### config.mk
export PLATFORM = sky130hd
export DESIGN_NAME = afmc_ctrl
export DESIGN_NICKNAME = d
export VERILOG_FILES = /design/src/verilog/afmc_pkg.sv /design/src/verilog/afmc_seq_if.sv /design/src/verilog/afmc_ctrl.sv /design/src/verilog/afmc_seq.sv
export VERILOG_INCLUDE_DIRS = /design/src /design/src/verilog
export SDC_FILE = /design/constraint.sdc
export NUM_CORES = 1
export LEC_CHECK = 0
export BUFFER_PORTS_ARGS = -buffer_cell sky130_fd_sc_hd__buf_4
export CORE_MARGIN = 5
export CORE_UTILIZATION = 40
export CTS_CLUSTER_DIAMETER = 30
export DETAILED_ROUTE_END_ITERATION = 10
export HOLD_SLACK_MARGIN = 0.02
export PLACE_DENSITY_LB_ADDON = 0.05
export SLEW_MARGIN = 20
export SYNTH_ARGS = -nofsm -noshare
export SYNTH_HDL_FRONTEND = slang
export SYNTH_SLANG_ARGS = --single-unit
### constraint.sdc
create_clock -name aclk -period 4.3 [get_ports aclk]
set_input_delay 0 -clock aclk [delete_from_list [all_inputs] [get_ports aclk]]
set_output_delay 0 -clock aclk [all_outputs]
set_load 0.01 [all_outputs]
### src/verilog/afmc_defs.svh
// Register map, field positions, reset values and pin timing counts of the FIFO pin controller
`ifndef AFMC_DEFS_SVH
`define AFMC_DEFS_SVH
`define AFMC_CLK_NS     10
`define AFMC_T_PW_NS    10
`define AFMC_T_REC_NS   5
`define AFMC_T_ACC_NS   10
`define AFMC_T_FLAG_NS  10
`define AFMC_CEIL(t)    (((t) + `AFMC_CLK_NS - 1) / `AFMC_CLK_NS)
`define AFMC_PW_CYC     `AFMC_CEIL(`AFMC_T_PW_NS)
`define AFMC_ACC_CYC    (`AFMC_CEIL(`AFMC_T_ACC_NS) + 1)
`define AFMC_REC_CYC    (`AFMC_CEIL(`AFMC_T_REC_NS) + `AFMC_CEIL(`AFMC_T_FLAG_NS))
`define AFMC_OFS_CMD    8'h00
`define AFMC_OFS_WDATA  8'h04
`define AFMC_OFS_RDATA  8'h08
`define AFMC_OFS_STAT   8'h0c
`define AFMC_OFS_IRQ    8'h10
`define AFMC_OFS_MASK   8'h14
`define AFMC_OFS_MODE   8'h18
`define AFMC_CMD_CLR    0
`define AFMC_CMD_RT     1
`define AFMC_CMD_RD     2
`define AFMC_MODE_CASC  0
`define AFMC_MODE_WAIT  1
`define AFMC_ST_BUSY    0
`define AFMC_ST_EMPTY   1
`define AFMC_ST_FULL    2
`define AFMC_ST_HALF    3
`define AFMC_EV_DONE    0
`define AFMC_EV_EMPTY   1
`define AFMC_EV_FULL    2
`define AFMC_EV_REFUSED 3
`define AFMC_MODE_RST   2'h0
`define AFMC_MASK_RST   4'h0
`define AFMC_RESP_OK    2'h0
`define AFMC_RESP_ERR   2'h2
`endif

### src/verilog/afmc_pkg.sv
// Types shared by the FIFO pin controller modules
package afmc_pkg;
    typedef enum logic [1:0] {
        AFMC_OP_WR  = 2'b00,
        AFMC_OP_RD  = 2'b01,
        AFMC_OP_CLR = 2'b10,
        AFMC_OP_RT  = 2'b11
    } afmc_op_t;
    typedef enum logic [1:0] {
        AFMC_S_IDLE = 2'b00,
        AFMC_S_HOLD = 2'b01,
        AFMC_S_LOW  = 2'b10,
        AFMC_S_REC  = 2'b11
    } afmc_state_t;
endpackage

### src/verilog/afmc_seq_if.sv
// Order and answer signals between the register side and the pin sequencer
`timescale 1ns/1ps
interface afmc_seq_if #(parameter int W = 9);
    logic                go;
    afmc_pkg::afmc_op_t  op;
    logic [W-1:0]        wdata;
    logic                cascade;
    logic                wait_en;
    logic                done;
    logic                refused;
    logic [W-1:0]        rdata;
    logic                empty;
    logic                full;
    logic                half;
    modport ctl (output go, op, wdata, cascade, wait_en,
                 input  done, refused, rdata, empty, full, half);
    modport seq (input  go, op, wdata, cascade, wait_en,
                 output done, refused, rdata, empty, full, half);
endinterface
### src/verilog/afmc_ctrl.sv
// Top of the FIFO pin controller: AXI4-Lite registers, interrupt and the pin sequencer
//
// The implementer's own choices: register access over AXI4-Lite and the register offsets.
`timescale 1ns/1ps
`include "afmc_defs.svh"
// How it works
// - In cascade, the first device's lead pin is held low, all others high.
// - Composite empty and full are the NOR of active-low per-device flags.
// - After that word is taken, the read strobe is raised to advance the pointer.
// - A waiting write goes out once full clears; one strobe pulse per word.
module afmc_ctrl #(
    parameter int W      = 9,
    parameter int NDEV   = 4,
    parameter int ADDR_W = 8
) (
    // Clock and reset
    input  wire logic              aclk,
    input  wire logic              aresetn,
    // AXI4-Lite write channels
    input  wire logic [ADDR_W-1:0] s_axi_awaddr,
    input  wire logic              s_axi_awvalid,
    output logic                   s_axi_awready,
    input  wire logic [31:0]       s_axi_wdata,
    input  wire logic [3:0]        s_axi_wstrb,
    input  wire logic              s_axi_wvalid,
    output logic                   s_axi_wready,
    output logic [1:0]             s_axi_bresp,
    output logic                   s_axi_bvalid,
    input  wire logic              s_axi_bready,
    // AXI4-Lite read channels
    input  wire logic [ADDR_W-1:0] s_axi_araddr,
    input  wire logic              s_axi_arvalid,
    output logic                   s_axi_arready,
    output logic [31:0]            s_axi_rdata,
    output logic [1:0]             s_axi_rresp,
    output logic                   s_axi_rvalid,
    input  wire logic              s_axi_rready,
    // Interrupt
    output logic                   irq,
    // FIFO device pins
    output logic                   wr_n,
    output logic                   rd_n,
    output logic                   init_all_n,
    output logic [NDEV-1:0]        lead_or_replay_n,
    output logic [W-1:0]           data_to_dev,
    input  wire logic [W-1:0]      data_from_dev,
    input  wire logic [NDEV-1:0]   empty_flag_n,
    input  wire logic [NDEV-1:0]   full_flag_n,
    input  wire logic              over_half_flag_n
);
    import afmc_pkg::*;

    if (W < 1 || W > 32 || ADDR_W < 8 || NDEV < 1)
        $error("afmc_ctrl: width, address width or device count out of range");

    // Address decode shared by both bus directions
    function automatic logic mapped(input logic [7:0] a);
        return a == `AFMC_OFS_CMD || a == `AFMC_OFS_WDATA || a == `AFMC_OFS_RDATA
            || a == `AFMC_OFS_STAT || a == `AFMC_OFS_IRQ || a == `AFMC_OFS_MASK
            || a == `AFMC_OFS_MODE;
    endfunction

    afmc_seq_if #(.W(W)) sq_if ();

    logic [1:0]   mode_ff;
    logic [3:0]   mask_ff;
    logic [3:0]   stat_ff, nxt_stat;
    logic         busy_ff;
    logic         go_ff;
    afmc_op_t     op_ff;
    logic [W-1:0] wdat_ff;
    logic         empty_d_ff;
    logic         full_d_ff;
    logic [31:0]  rd_word;
    afmc_op_t     cmd_op;

    ////////////////////////////////////////////////////////////////////////////////
    // Write path: address and data are taken together, one response each
    wire [7:0] wa      = s_axi_awaddr[7:0];
    wire [7:0] ra      = s_axi_araddr[7:0];
    wire       wr_fire = s_axi_awready && s_axi_awvalid && s_axi_wvalid;
    wire       wr_lane = wr_fire && s_axi_wstrb[0];
    wire       wr_cmd  = wr_lane && wa == `AFMC_OFS_CMD && |s_axi_wdata[2:0];
    wire       wr_wdat = wr_lane && wa == `AFMC_OFS_WDATA;
    wire       wr_mask = wr_lane && wa == `AFMC_OFS_MASK;
    wire       wr_mode = wr_lane && wa == `AFMC_OFS_MODE;
    wire       order   = wr_cmd || wr_wdat;
    wire       start   = order && !busy_ff;
    wire       rd_fire = s_axi_arready && s_axi_arvalid;
    wire       irq_clr = rd_fire && ra == `AFMC_OFS_IRQ;

    assign cmd_op = wr_wdat ? AFMC_OP_WR
                  : s_axi_wdata[`AFMC_CMD_CLR] ? AFMC_OP_CLR
                  : s_axi_wdata[`AFMC_CMD_RT] ? AFMC_OP_RT
                  : AFMC_OP_RD;

    // Events: done, empty rising, full rising, refused (device or busy)
    wire [3:0] events = {sq_if.refused || (order && busy_ff),
                         sq_if.full && !full_d_ff,
                         sq_if.empty && !empty_d_ff,
                         sq_if.done};
    // A new event wins over the clear done by the read
    assign nxt_stat = (stat_ff & ~{4{irq_clr}}) | events;

    wire [3:0] live = {sq_if.half, sq_if.full, sq_if.empty, busy_ff};

    assign rd_word = ra == `AFMC_OFS_RDATA ? 32'(sq_if.rdata)
                   : ra == `AFMC_OFS_STAT  ? {28'h0, live}
                   : ra == `AFMC_OFS_IRQ   ? {28'h0, stat_ff}
                   : ra == `AFMC_OFS_MASK  ? {28'h0, mask_ff}
                   : ra == `AFMC_OFS_MODE  ? {30'h0, mode_ff}
                   : 32'h0;

    assign sq_if.go      = go_ff;
    assign sq_if.op      = op_ff;
    assign sq_if.wdata   = wdat_ff;
    assign sq_if.cascade = mode_ff[`AFMC_MODE_CASC];
    assign sq_if.wait_en = mode_ff[`AFMC_MODE_WAIT];

    ////////////////////////////////////////////////////////////////////////////////
    always_ff @(posedge aclk) begin
        if (!aresetn) begin
            s_axi_awready <= 1'b0;
            s_axi_wready  <= 1'b0;
            s_axi_bvalid  <= 1'b0;
            s_axi_bresp   <= `AFMC_RESP_OK;
        end else begin
            s_axi_awready <= s_axi_awvalid && s_axi_wvalid && !s_axi_awready && !s_axi_bvalid;
            s_axi_wready  <= s_axi_awvalid && s_axi_wvalid && !s_axi_awready && !s_axi_bvalid;
            if (wr_fire) begin
                s_axi_bvalid <= 1'b1;
                s_axi_bresp  <= mapped(wa) ? `AFMC_RESP_OK : `AFMC_RESP_ERR;
            end else if (s_axi_bready) begin
                s_axi_bvalid <= 1'b0;
            end
        end
    end

    always_ff @(posedge aclk) begin
        if (!aresetn) begin
            s_axi_arready <= 1'b0;
            s_axi_rvalid  <= 1'b0;
            s_axi_rdata   <= 32'h0;
            s_axi_rresp   <= `AFMC_RESP_OK;
        end else begin
            s_axi_arready <= s_axi_arvalid && !s_axi_arready && !s_axi_rvalid;
            if (rd_fire) begin
                s_axi_rvalid <= 1'b1;
                s_axi_rdata  <= rd_word;
                s_axi_rresp  <= mapped(ra) ? `AFMC_RESP_OK : `AFMC_RESP_ERR;
            end else if (s_axi_rready) begin
                s_axi_rvalid <= 1'b0;
            end
        end
    end

    // Control registers and the order handed to the sequencer
    always_ff @(posedge aclk) begin
        if (!aresetn) begin
            mode_ff    <= `AFMC_MODE_RST;
            mask_ff    <= `AFMC_MASK_RST;
            stat_ff    <= 4'h0;
            irq        <= 1'b0;
            busy_ff    <= 1'b0;
            go_ff      <= 1'b0;
            op_ff      <= AFMC_OP_WR;
            wdat_ff    <= '0;
            empty_d_ff <= 1'b1;
            full_d_ff  <= 1'b0;
        end else begin
            stat_ff    <= nxt_stat;
            irq        <= |(nxt_stat & mask_ff);
            go_ff      <= start;
            busy_ff    <= start || (busy_ff && !sq_if.done);
            empty_d_ff <= sq_if.empty;
            full_d_ff  <= sq_if.full;
            if (wr_mask) begin
                mask_ff <= s_axi_wdata[3:0];
            end
            if (wr_mode && !busy_ff) begin
                mode_ff <= s_axi_wdata[1:0];
            end
            if (start) begin
                op_ff   <= cmd_op;
                wdat_ff <= s_axi_wdata[W-1:0];
            end
        end
    end

    ////////////////////////////////////////////////////////////////////////////////
    afmc_seq #(
        .W    (W),
        .NDEV (NDEV)
    ) u_seq (
        .aclk             (aclk),
        .aresetn          (aresetn),
        .sq               (sq_if.seq),
        .wr_n             (wr_n),
        .rd_n             (rd_n),
        .init_all_n       (init_all_n),
        .lead_or_replay_n (lead_or_replay_n),
        .data_to_dev      (data_to_dev),
        .data_from_dev    (data_from_dev),
        .empty_flag_n     (empty_flag_n),
        .full_flag_n      (full_flag_n),
        .over_half_flag_n (over_half_flag_n)
    );
endmodule

### src/verilog/afmc_seq.sv
// Pin sequencer: shapes strobe, clear and replay pulses toward the FIFO devices
`timescale 1ns/1ps
`include "afmc_defs.svh"
module afmc_seq #(
    parameter int W    = 9,
    parameter int NDEV = 4
) (
    // Clock and reset
    input  wire logic            aclk,
    input  wire logic            aresetn,
    // Orders
    afmc_seq_if.seq              sq,
    // Device pins
    output logic                 wr_n,
    output logic                 rd_n,
    output logic                 init_all_n,
    output logic [NDEV-1:0]      lead_or_replay_n,
    output logic [W-1:0]         data_to_dev,
    input  wire logic [W-1:0]    data_from_dev,
    input  wire logic [NDEV-1:0] empty_flag_n,
    input  wire logic [NDEV-1:0] full_flag_n,
    input  wire logic            over_half_flag_n
);
    import afmc_pkg::*;

    localparam logic [3:0] PW_CYC  = 4'(`AFMC_PW_CYC);
    localparam logic [3:0] ACC_CYC = 4'(`AFMC_ACC_CYC);
    localparam logic [3:0] REC_CYC = 4'(`AFMC_REC_CYC);

    if (`AFMC_PW_CYC > 15 || `AFMC_ACC_CYC > 15 || `AFMC_REC_CYC > 15 || NDEV < 1)
        $error("afmc_seq: timing counts or device count out of range");

    // Composite flag of active-low per-device flags: asserted only when all are asserted
    function automatic logic all_flagged(input logic [NDEV-1:0] f_n);
        return ~(|f_n);
    endfunction

    afmc_state_t         state_ff, nxt_state;
    afmc_op_t            op_ff, nxt_op;
    logic [3:0]          cnt_ff, nxt_cnt;
    logic                seen_ff, done_ff, refused_ff;
    logic [W-1:0]        rdata_ff;
    logic [NDEV-1:0]     nxt_lead;

    ////////////////////////////////////////////////////////////////////////////////
    wire comp_empty = all_flagged(empty_flag_n);
    wire comp_full  = all_flagged(full_flag_n);
    wire is_rd      = (op_ff == AFMC_OP_RD);
    wire last_cnt   = (cnt_ff == (is_rd ? ACC_CYC : PW_CYC) - 4'h1);
    wire rec_last   = (cnt_ff == REC_CYC - 4'h1);
    // Read held low on an empty buffer waits for a write to flow through
    wire rd_hold    = is_rd && comp_empty && !seen_ff;
    wire go_wr_blk  = (sq.op == AFMC_OP_WR) && comp_full;
    wire go_rd_blk  = (sq.op == AFMC_OP_RD) && comp_empty;
    wire go_refuse  = ((go_wr_blk || go_rd_blk) && !sq.wait_en)
                    || ((sq.op == AFMC_OP_RT) && sq.cascade);
    wire idle_go    = (state_ff == AFMC_S_IDLE) && sq.go;
    wire nxt_low    = (nxt_state == AFMC_S_LOW);

    assign nxt_op     = idle_go ? sq.op : op_ff;
    assign sq.empty   = comp_empty;
    assign sq.full    = comp_full;
    assign sq.half    = !sq.cascade && !over_half_flag_n;
    assign sq.done    = done_ff;
    assign sq.refused = refused_ff;
    assign sq.rdata   = rdata_ff;

    always_comb begin
        nxt_state = state_ff;
        nxt_cnt   = cnt_ff + 4'h1;
        unique case (state_ff)
            AFMC_S_IDLE: begin
                nxt_cnt = 4'h0;
                if (sq.go && !go_refuse) begin
                    nxt_state = go_wr_blk ? AFMC_S_HOLD : AFMC_S_LOW;
                end
            end
            AFMC_S_HOLD: begin
                nxt_cnt = 4'h0;
                if (!comp_full) begin
                    nxt_state = AFMC_S_LOW;
                end
            end
            AFMC_S_LOW: begin
                if (rd_hold) begin
                    nxt_cnt = 4'h0;
                end else if (last_cnt) begin
                    nxt_state = AFMC_S_REC;
                    nxt_cnt   = 4'h0;
                end
            end
            AFMC_S_REC: begin
                if (rec_last) begin
                    nxt_state = AFMC_S_IDLE;
                end
            end
        endcase
    end

    // Standalone: replay pin pulses; cascade: first device held low, others high
    for (genvar i = 0; i < NDEV; i++) begin : g_lead
        assign nxt_lead[i] = sq.cascade ? (i != 0)
                           : !(nxt_low && nxt_op == AFMC_OP_RT);
    end

    ////////////////////////////////////////////////////////////////////////////////
    always_ff @(posedge aclk) begin
        if (!aresetn) begin
            state_ff         <= AFMC_S_IDLE;
            op_ff            <= AFMC_OP_WR;
            cnt_ff           <= 4'h0;
            seen_ff          <= 1'b0;
            done_ff          <= 1'b0;
            refused_ff       <= 1'b0;
            rdata_ff         <= '0;
            data_to_dev      <= '0;
            wr_n             <= 1'b1;
            rd_n             <= 1'b1;
            init_all_n       <= 1'b1;
            lead_or_replay_n <= '1;
        end else begin
            state_ff         <= nxt_state;
            op_ff            <= nxt_op;
            cnt_ff           <= nxt_cnt;
            // A read that starts on a word never waits, even when empty rises during it
            seen_ff          <= idle_go ? !comp_empty
                              : (state_ff == AFMC_S_LOW) && (seen_ff || !comp_empty);
            done_ff          <= (state_ff == AFMC_S_REC && rec_last) || (idle_go && go_refuse);
            refused_ff       <= idle_go && go_refuse;
            wr_n             <= !(nxt_low && nxt_op == AFMC_OP_WR);
            rd_n             <= !(nxt_low && nxt_op == AFMC_OP_RD);
            init_all_n       <= !(nxt_low && nxt_op == AFMC_OP_CLR);
            lead_or_replay_n <= nxt_lead;
            if (idle_go) begin
                data_to_dev <= sq.wdata;
            end
            if (state_ff == AFMC_S_LOW && is_rd && last_cnt && !rd_hold) begin
                rdata_ff <= data_from_dev;
            end
        end
    end
endmodule

# ---- Yosys cells after proc, flatten, opt, wreduce, memory -nomap -nowiden
# Cells that the tools add are included.
dict set report word_totals {
  regBits 100
  inputBits 77
  out_inout_bits 58
  elab_cells 179
}
dict set report op_classes {
  addsub 2
  n_eq_ne 24
  mux 29
  bitwise 6
  reduce_logical 89
}
# op count
set op_table {}
lappend op_table {{equality test 8 x 5 -> 1 bit (second input constant)} 6}
lappend op_table {{logical AND 1 bit} 40}
lappend op_table {{equality test 8 x 4 -> 1 bit (second input constant)} 4}
lappend op_table {{two-way mux 2 bit} 14}
lappend op_table {{two-way mux 4 bit} 5}
lappend op_table {{logical OR 1 bit} 19}
lappend op_table {{zero test 1 bit} 18}
lappend op_table {{equality test 8 x 3 -> 1 bit (second input constant)} 2}
lappend op_table {{zero test 8 bit} 2}
lappend op_table {{equality test 2 bit (second input constant)} 6}
lappend op_table {{OR reduction 4 bit} 3}
lappend op_table {{two-way mux 9 bit} 1}
lappend op_table {{bitwise AND 4 bit} 2}
lappend op_table {{equality test 2 x 1 -> 1 bit (second input constant)} 4}
lappend op_table {{case mux 2 bit (4 select lines)} 1}
lappend op_table {{case mux 4 bit (2 select lines)} 1}
lappend op_table {{two-way mux 1 bit} 7}
lappend op_table {{zero test 2 bit} 3}
lappend op_table {{adder 4 x 1 -> 4 bit (second input constant)} 1}
lappend op_table {{equality test 4 x 1 -> 1 bit (second input constant)} 1}
lappend op_table {{equality test 4 bit} 1}
lappend op_table {{inverter 4 bit} 1}
lappend op_table {{OR 4 bit} 1}
lappend op_table {{nonzero test 2 bit} 2}
lappend op_table {{4 further kinds} 5}

# ---- Depth between registers and ports, before layout
# Gate-level depths: netlist of the first run.
dict set report depth {
  word_depth 14
  depth_mapped 7
  mapped_depth_nobuf 7
}

# ---- Cells and area by module
# Synthesis of the first run repeated with hierarchy kept, for this count alone.
dict set report hier_totals {
  hier_cells 390
  hier_area_um2 3326.9
}
# mod instances cells_each area_per_inst_um2 seq_area_each_um2
set by_module_without_submodules {}
lappend by_module_without_submodules {afmc_ctrl 1 239 1941.9 820.8}
lappend by_module_without_submodules {afmc_seq 1 151 1385.1 680.7}

# ---- Worst setup path after synthesis of the first run
# Ideal clock, no wire load.
dict set report synth_timing {
  path_type {reg-to-reg}
  start {reg u_seq.cnt_ff[0]}
  end {reg u_seq.wr_n}
  setup_time_ns 0.137
  arrival_ns 1.605
  required_ns 4.163
  setup_slack_ns 2.558
  path_stages_with_launch 7
  path_buffers 0
  period_less_slack_ns 1.742
  cell_sequence {dfxtp_1 ha_1 or4bb_1 o211ai_1 o211ai_1 nor2b_1 nand3_1}
}
dict set report synth_via {
  elab_chain_len 7
  word_cells_on_any_way 9
  cone_classes {eq/ne: 3; mux: 4; reduce/logical: 2}
}
# item line
set synth_rtl {}
lappend synth_rtl {{start, declared} afmc_seq.sv:40} ;# logic [3:0] cnt_ff, nxt_cnt;
lappend synth_rtl {{start signal, assigned} afmc_seq.sv:124} ;# cnt_ff <= nxt_cnt;
lappend synth_rtl {{equality test 4 bit} afmc_seq.sv:49} ;# wire last_cnt = (cnt_ff == (is_rd ? ACC_CYC : PW_CYC) - 4'h1);
lappend synth_rtl {{two-way mux 2 bit} afmc_seq.sv:87} ;# end else if (last_cnt) begin
lappend synth_rtl {{two-way mux 2 bit} afmc_seq.sv:85} ;# if (rd_hold) begin
lappend synth_rtl {{case mux 2 bit (4 select lines) *} afmc_seq.sv:71} ;# unique case (state_ff)
lappend synth_rtl {{equality test 2 bit *} afmc_seq.sv:58} ;# wire nxt_low = (nxt_state == AFMC_S_LOW);
lappend synth_rtl {{logical AND 1 bit *} afmc_seq.sv:130} ;# wr_n <= !(nxt_low && nxt_op == AFMC_OP_WR);
lappend synth_rtl {{zero test 1 bit *} afmc_seq.sv:130}
lappend synth_rtl {{end signal, assigned} afmc_seq.sv:130}
lappend synth_rtl {{end, declared} afmc_seq.sv:14} ;# output logic wr_n,
# Mark *: on every way between the ends. The rest lies on a longest branch, timed or not.
# A chain may end at the register's enable or synchronous reset.

# ---- Worst setup path in the final report of the first run
dict set report layout_timing {
  start {reg u_seq.state_ff[1]}
  end {reg u_seq.wr_n}
}
dict set report layout_via {
  elab_chain_len 6
  word_cells_on_any_way 16
  cone_classes {eq/ne: 4; mux: 7; reduce/logical: 5}
}
# item line
set layout_rtl {}
lappend layout_rtl {{start, declared} afmc_seq.sv:38} ;# afmc_state_t state_ff, nxt_state;
lappend layout_rtl {{start signal, assigned} afmc_seq.sv:122} ;# state_ff <= nxt_state;
lappend layout_rtl {{two-way mux 2 bit / zero test 2 bit (equally long branches)} {afmc_seq.sv:87, afmc_seq.sv:57, afmc_seq.sv:71}}
lappend layout_rtl {{two-way mux 2 bit / logical AND 1 bit (equally long branches)} {afmc_seq.sv:85, afmc_seq.sv:57}}
lappend layout_rtl {{case mux 2 bit (4 select lines) / two-way mux 2 bit (equally long branches)} {afmc_seq.sv:71, afmc_seq.sv:60}}
lappend layout_rtl {{equality test 2 bit / zero test 2 bit (equally long branches)} {afmc_seq.sv:58, afmc_seq.sv:130}}
lappend layout_rtl {{logical AND 1 bit *} afmc_seq.sv:130}
lappend layout_rtl {{zero test 1 bit *} afmc_seq.sv:130}
# Marked as above.

==> summary.txt, run 1 <==
Run status
  – Status: completed

Place
  – Port bufs: 83
  – Placed Cells: 540
  – Placed Area: 3900 sq um
  – Routability Congestion: 0.776
  – Post-DP HPWL: about 5700 microns

Detailed routing
  – Post-route antenna net violation count: 0
  – DRT iter0 DRCs: 83
  – DRC viols: 0
  – Routed WL per cell: 13.8 microns
  – Vias/cell: 4.89
  – Vias post-DR: 2868
  – Routed wire length: 8070 microns
  – Drt first pass iters: 4

CTS
  – Clk root buf: clkbuf_8
  – Clock transition at the registers of the reported paths: 80 ps
  – Clock sinks: 75
  – CTS tree: built
  – CTS max path bufs: 2
  – H-tree Lvls: 3
  – Clock Latency Late Sink: 350 ps
  – TritonCTS Buffers: 9

Global routing
  – Grt total ovfl: 0
  – Vias in the first global route: ~2800
  – First-pass GRT wire length: ~13000 microns
  – Total track usage: 0.161
  – Largest net degree at the start of global routing: 54
  – Initial antenna violation count: 0

STA
  – Final Hold Fails: 0
  – Hold WS: between 40 and 50 ps
  – Fin Setup TNS: 0 ps
  – Fmax: 0.456 GHz
  – Slew Limit Fails: 0
  – Unrepaired setup endpoints after global routing: false
  – Min Tclk post-route: around 2200 ps
  – Max_slew headroom: 0.303
  – Final setup fails: 0
  – Final Skew: 8.75 ps
  – Worst slew pin tran: about 1000 ps
  – Final period utilization: 0.510

Logic synthesis
  – Largest area contributor in the synthesized netlist: dfxtp_1
  – Flops & latches, synth: 75
  – Sequential element share of the synthesized area: 0.452
  – Synthesized cell area: 3320 sq um
  – Ranking of synthesized cells by area: dfxtp_1, mux2i_1, buf_4
  – YS warnings: 0
  – Synthesized area per cell: 8.97 sq um
  – Post-synth cell types: a little over 50
  – Area share of the largest cell type after synthesis: 0.452
  – Most common cell in the netlist: dfxtp_1
  – Number of flops mapped to enable cells by yosys: 0
  – Synth Flop Type: dfxtp_1
  – Async S/R FF share, synth: 0
  – Commonest cells post-synth: dfxtp_1, nor2_1, mux2i_1, nand2_1, buf_4
  – Post-Synthesis Cells: 370

Floorplan
  – Row count: 33
  – I/O pins: 135
  – Die Span Y: a little over 100 microns
  – Die X: 101 microns
  – Core area: roughly 8100 sq um
  – Full die area: 10200 sq um
  – Initial core utilization: 0.408

Worst setup path
  – Worst Path Arrival: 2410 ps
  – CP Launch Type: flop
  – Reg2Reg Depth: 5
  – Reg-to-reg startpoint: u_seq.state_ff[1]$_SDFF_PN0_
  – Crit. End Element: flop
  – WP data required: between 4000 and 5000 ps
  – Reg-to-reg endpoint: u_seq.wr_n$_SDFF_PN1_
  – Register-to-register setup slack: 2110 ps
  – Max FO, Critical Path: 15
  – WS Path Type: flop to flop

Hold path
  – Hold Crit Endpoint: s_axi_rdata[3]$_SDFFE_PN0P_
  – Worst min-delay path class: input pin to flop
  – Worst hold start: over_half_flag_n
  – Hold-critical path depth: 4

Pwr
  – Pleak: 1.85 nW
  – Pwr per Cell Area: 311 nW/um^2
  – Peak VDD IR: 0.161 mV

Final layout
  – Cell area after layout: 4400 sq um
  – Layout Cells excl Fill: 586
  – Antenna cells: 0
  – Nets: 555
  – Layout area overhead: 32.6%
  – Util after Layout: 0.541
  – Layout cells sized above 1: 0.225
  – Fillers: ~760

Job
  – Max Cap Viol: 0
==> report_power, final <==
part / internal, mW / total [mW] / switching (mW) / leakage, nW
combinational: 0.0614 / 0.117 / 0.0555 / 1.16
sequential: 0.699 / 0.702 / 0.00320 / 0.606
clock: 0.283 / 0.552 / 0.269 / 0.0905
==> area by class of cell <==
| type | count | area (sq um) | area share |
|---|---|---|---|
| Sequential cell | 75 | 1500 | 0.341 |
| Timing Repair Buffer | 113 | 923 | 0.210 |
| Inverter | 5 | 18.8 | 0.00426 |
| Tap cell | 105 | 131 | 0.0298 |
| Clock inverter | 6 | 65.1 | 0.0148 |
| Multi-Input combinational cell | 272 | 1630 | 0.369 |
| Clock buffer | 10 | 138 | 0.0313 |
==> cells by family (layout without fill, tap and decap cells) <==
group	Yosys count	count (layout)	synth area share
muxes	30	30	0.0904
adders and majority gates	2	2	0.00753
other	1	25	0.00113
and+or+nand+nor	146	146	0.229
buffers and inverters	47	134	0.0855
AOI/OAI and AO/OA	66	66	0.127
DFF	75	75	0.452
xor gates and xnor gates	3	3	0.00791
==> routing by layer <==
metal  vias to the layer above  share of wire  GRT usage
met5                         -              0          0
met4                         0          0.013     0.0634
met3                         8          0.060     0.0318
met2                        83           0.46      0.269
met1                      1316           0.46      0.205
li1                       1461              -          -
==> critical path, cell delays in order, from the launching register on <==
cell and delay [ps]:
dfxtp_1 380, nor3b_2 880, nand3_1 150, o22ai_1 190, nor2b_1 350, nand3_1 120
==> sequential cells by signal (all words and copies together), names as in the netlist, 2 cells and up <==
register                flops
s_axi_rdata                 9
op_ff                       2
sq_if.wdata                 9
mask_ff                     4
u_seq.op_ff                 2
stat_ff                     4
u_seq.sq.rdata              9
u_seq.state_ff              2
u_seq.lead_or_replay_n      2
u_seq.cnt_ff                4
u_seq.data_to_dev           9
mode_ff                     2
==> how the worst max path moves through the flow <==
| stage | startpoint | endpoint | slack (ps) | cells past startpoint |
|---|---|---|---|---|
| floorplan | u_seq.cnt_ff[0]$_SDFF_PN0_ | u_seq.wr_n$_SDFF_PN1_ | 2560 | 6 |
| global placement | u_seq.state_ff[1]$_SDFF_PN0_ | u_seq.wr_n$_SDFF_PN1_ | 2110 | 5 |
| detailed placement | u_seq.state_ff[1]$_SDFF_PN0_ | u_seq.init_all_n$_SDFF_PN1_ | 2110 | 5 |
| CTS | u_seq.state_ff[1]$_SDFF_PN0_ | u_seq.wr_n$_SDFF_PN1_ | 2090 | 5 |
| global route | u_seq.state_ff[1]$_SDFF_PN0_ | u_seq.lead_or_replay_n[0]$_SDFF_PN1_ | 1820 | 5 |
| finish | u_seq.state_ff[1]$_SDFF_PN0_ | u_seq.wr_n$_SDFF_PN1_ | 2110 | 5 |
==> layout by cell type (no fill, tap or decap), types with 3 or more instances in the layout <==
| cell | Yosys | layout |
|---|---|---|
| a21oi_1 | 23 | 23 |
| a22oi_1 | 10 | 10 |
| a31oi_1 | 6 | 6 |
| buf_4 | 28 | 83 |
| clkbuf_8 | 0 | 10 |
| clkinvlp_4 | 0 | 4 |
| conb_1 | 1 | 25 |
| dfxtp_1 | 75 | 75 |
| dlygate4sd3_1 | 0 | 30 |
| inv_1 | 4 | 4 |
| mux2i_1 | 30 | 30 |
| nand2_1 | 30 | 30 |
| nand2b_1 | 3 | 3 |
| nand3_1 | 12 | 12 |
| nand3b_1 | 3 | 3 |
| nor2_1 | 55 | 55 |
| nor2b_1 | 6 | 6 |
| nor3_1 | 3 | 3 |
| nor4_1 | 6 | 6 |
| o21ai_0 | 9 | 9 |
| o221ai_1 | 5 | 5 |
| or3_1 | 4 | 4 |
| or4_1 | 3 | 3 |
==> per-stage QoR <==
step           setup slack, ps  total power [mW]
6_report                  2110              1.37
5_1_grt                   1820              1.43
4_1_cts                   2090              1.38
3_5_place_dp              2110             0.814
3_3_place_gp              2110             0.812
2_1_floorplan             2560             0.776
==> what timing repair did <==
item	in CTS	in global routing
hold buffers	30	0
endpoints found under the hold margin	40	0
resized for setup	0	0
setup buffers	0	0
No activity file was read; power rests on OpenSTA's default activity.
==> run 2, diff against run 1 <==
clock period = 2.1 ns   (was 4.3 ns; I/O delays follow)
==> summary.txt, run 2 (synthesis results as in run 1) <==
STA
  – Final Skew: 19.2 ps (was 8.75 ps)
  – Unrepaired setup endpoints after global routing: false (unchanged)
  – Fin Setup TNS: 0 ps (unchanged)
  – Final setup fails: 0 (unchanged)
  – Final Hold Fails: 0 (unchanged)
  – Worst slew pin tran: 727 ps (was 1040 ps)
  – Slew Limit Fails: 0 (unchanged)
  – Min Tclk post-route: 1910 ps (was 2190 ps)
  – Fmax: 0.522 GHz (was 0.456 GHz)
  – Final period utilization: 0.912 (was 0.510)
  – Max_slew headroom: 0.515 (was 0.303)

CTS
  – Clock Latency Late Sink: 350 ps (about the same)
  – Clock transition at the registers of the reported paths: 90 ps (was 80 ps)
  – Post-CTS sizing: 0 (unchanged)
  – CTS max path bufs: 2 (unchanged)
  – Clock sinks: 75 (unchanged)
  – Clk root buf: clkbuf_8 (unchanged)
  – H-tree Lvls: 3 (unchanged)
  – CTS tree: built (unchanged)
  – TritonCTS Buffers: 9 (unchanged)

Global routing
  – Largest net degree at the start of global routing: 53 (was 54)
  – Vias in the first global route: 2709 (was 2820)
  – Total track usage: 0.160 (was 0.161)
  – Initial antenna violation count: 0 (unchanged)
  – First-pass GRT wire length: 13000 microns (was 13200 microns)
  – Grt total ovfl: 0 (unchanged)

Pwr
  – Int Pwr: 2.27 mW (was 1.04 mW)
  – Pwr per Cell Area: 650 nW/um^2 (was 311 nW/um^2)
  – Peak VDD IR: 0.344 mV (was 0.161 mV)
  – Clk network pwr share: 0.425 (was 0.402)
  – Switching power: 0.662 mW (was 0.328 mW)
  – Switching Fraction: 0.226 (was 0.239)
  – Reg power frac: 0.491 (was 0.512)
  – Combinational power share: 0.084 (was 0.085)
  – Pleak: 1.93 nW (was 1.85 nW)

Worst setup path
  – Max FO, Critical Path: 9 (was 15)
  – WP data required: 2310 ps (was 4520 ps)
  – Reg2Reg Depth: 5 (unchanged)
  – CP Launch Type: flop (unchanged)
  – Crit. End Element: flop (unchanged)
  – Register-to-register setup slack: 190 ps (was 2110 ps)
  – Worst Path Arrival: 2120 ps (was 2410 ps)
  – WS Path Type: flop to flop (unchanged)

Final layout
  – Nets: 566 (was 555)
  – Antenna cells: 0 (unchanged)
  – Most frequent cells in the layout: buf_4, dfxtp_1, nor2_1 (unchanged)
  – Footprint of the multi-input gates: 1630 sq um (unchanged)
  – Most common cell after layout, fill and taps aside: buf_4 (unchanged)
  – Layout area overhead: 35.8% (was 32.6%)
  – Cell area after layout: 4510 sq um (was 4400 sq um)
  – Fillers: 777 (was 764)
  – Reg area: 1500 sq um (unchanged)
  – Layout cells sized above 1: 0.240 (was 0.225)

Detailed routing
  – Post-route antenna net violation count: 0 (unchanged)
  – Drt first pass iters: 4 (unchanged)
  – DRT iter0 DRCs: 82 (was 83)
  – Routed WL per cell: 13.5 microns (was 13.8 microns)
  – DRC viols: 0 (unchanged)
  – Vias post-DR: 2900 (was 2868)
  – Vias/cell: 4.86 (was 4.89)
  – Routed wire length: 8060 microns (was 8070 microns)

Hold path
  – Hold-critical path depth: 4 (unchanged)
  – Worst min-delay path class: input pin to flop (unchanged)

Floorplan
  – Full die area: 10200 sq um (unchanged)
  – Die X: 101 microns (unchanged)
  – Core area: 8130 sq um (unchanged)
  – I/O pins: 135 (unchanged)
  – Row count: 33 (unchanged)
  – Initial core utilization: 0.408 (unchanged)
  – Die Span Y: 101 microns (unchanged)

Place
  – Post-DP HPWL: 5760 microns (was 5710 microns)
  – Routability Congestion: 0.788 (was 0.776)
  – Port bufs: 83 (unchanged)
  – Placed Area: 3980 sq um (was 3900 sq um)

Run status
  – Status: completed (unchanged)

Job
  – Max Cap Viol: 0 (unchanged)
## run 2: changes by cell type in the layout (fill, tap and decap cells not counted)
cell        delta
buf_4         +11
clkinvlp_4     -2
bufinv_16      +1
clkbuf_1       +1
clkinv_2       -1
inv_6          +1
## run 2: cell type report
type	instances	area share
clock inverter	5	0.0186
clock buffer	11	0.0314
tap	105	0.0291
timing repair buffer	124	0.223
sequential	75	0.333
multi-input combinational	272	0.361
inverter	5	0.00416
## run 2: worst paths after layout
kind / startpoint / endpoint
setup / recovery: u_seq.state_ff[1]$_SDFF_PN0_ / u_seq.sq.rdata[3]$_SDFFE_PN0P_
setup reg to reg: u_seq.state_ff[1]$_SDFF_PN0_ / u_seq.sq.rdata[3]$_SDFFE_PN0P_
hold reg to reg: s_axi_rvalid$_SDFFE_PN0P_ / s_axi_arready$_SDFF_PN0_
hold / removal: over_half_flag_n / s_axi_rdata[3]$_SDFFE_PN0P_
## run 2: worst max-delay path, cell delays in order, from the launching register on
cell     delay (ps)
dfxtp_1         490
nor2b_1         250
nand2_1         120
nor2_2          590
mux2i_1         270
nor2_1           50
## run 2: metal layers
layer  track usage  up-vias  part of all wire
li1              -     1480                 -
met1         0.215     1324              0.46
met2         0.252       86              0.45
met3        0.0311       10             0.074
met4        0.0695        0             0.016
met5             0        -                 0
## run 2: power by group through the flow
stage	Sequential (mW)	Combinational (mW)	Clock, mW
floorplan	1.47	0.115	0
global placement	1.47	0.199	0
detailed placement	1.47	0.200	0
CTS	1.44	0.245	1.29
global route	1.44	0.271	1.34
finish	1.44	0.246	1.25
## run 2: repair_timing
item,CTS,global route
hold buffers,30,0
hold endpoints to repair,40,0
endpoints found under the setup margin,0,0
setup buffers,0,0
## run 2: metrics by stage
| step | hold WS (ps) | total power [mW] | setup slack (ps) | util | instances |
|---|---|---|---|---|---|
| floorplan | 119 | 1.59 | 358 | - | 394 |
| global placement | 233 | 1.67 | 217 | 0.490 | 551 |
| detailed placement | 238 | 1.67 | 204 | 0.490 | 551 |
| CTS | 23.0 | 2.97 | 156 | 0.554 | 597 |
| global route | 76.2 | 3.05 | 7.47 | 0.554 | 597 |
| finish | 47.9 | 2.93 | 186 | 0.554 | 597 |
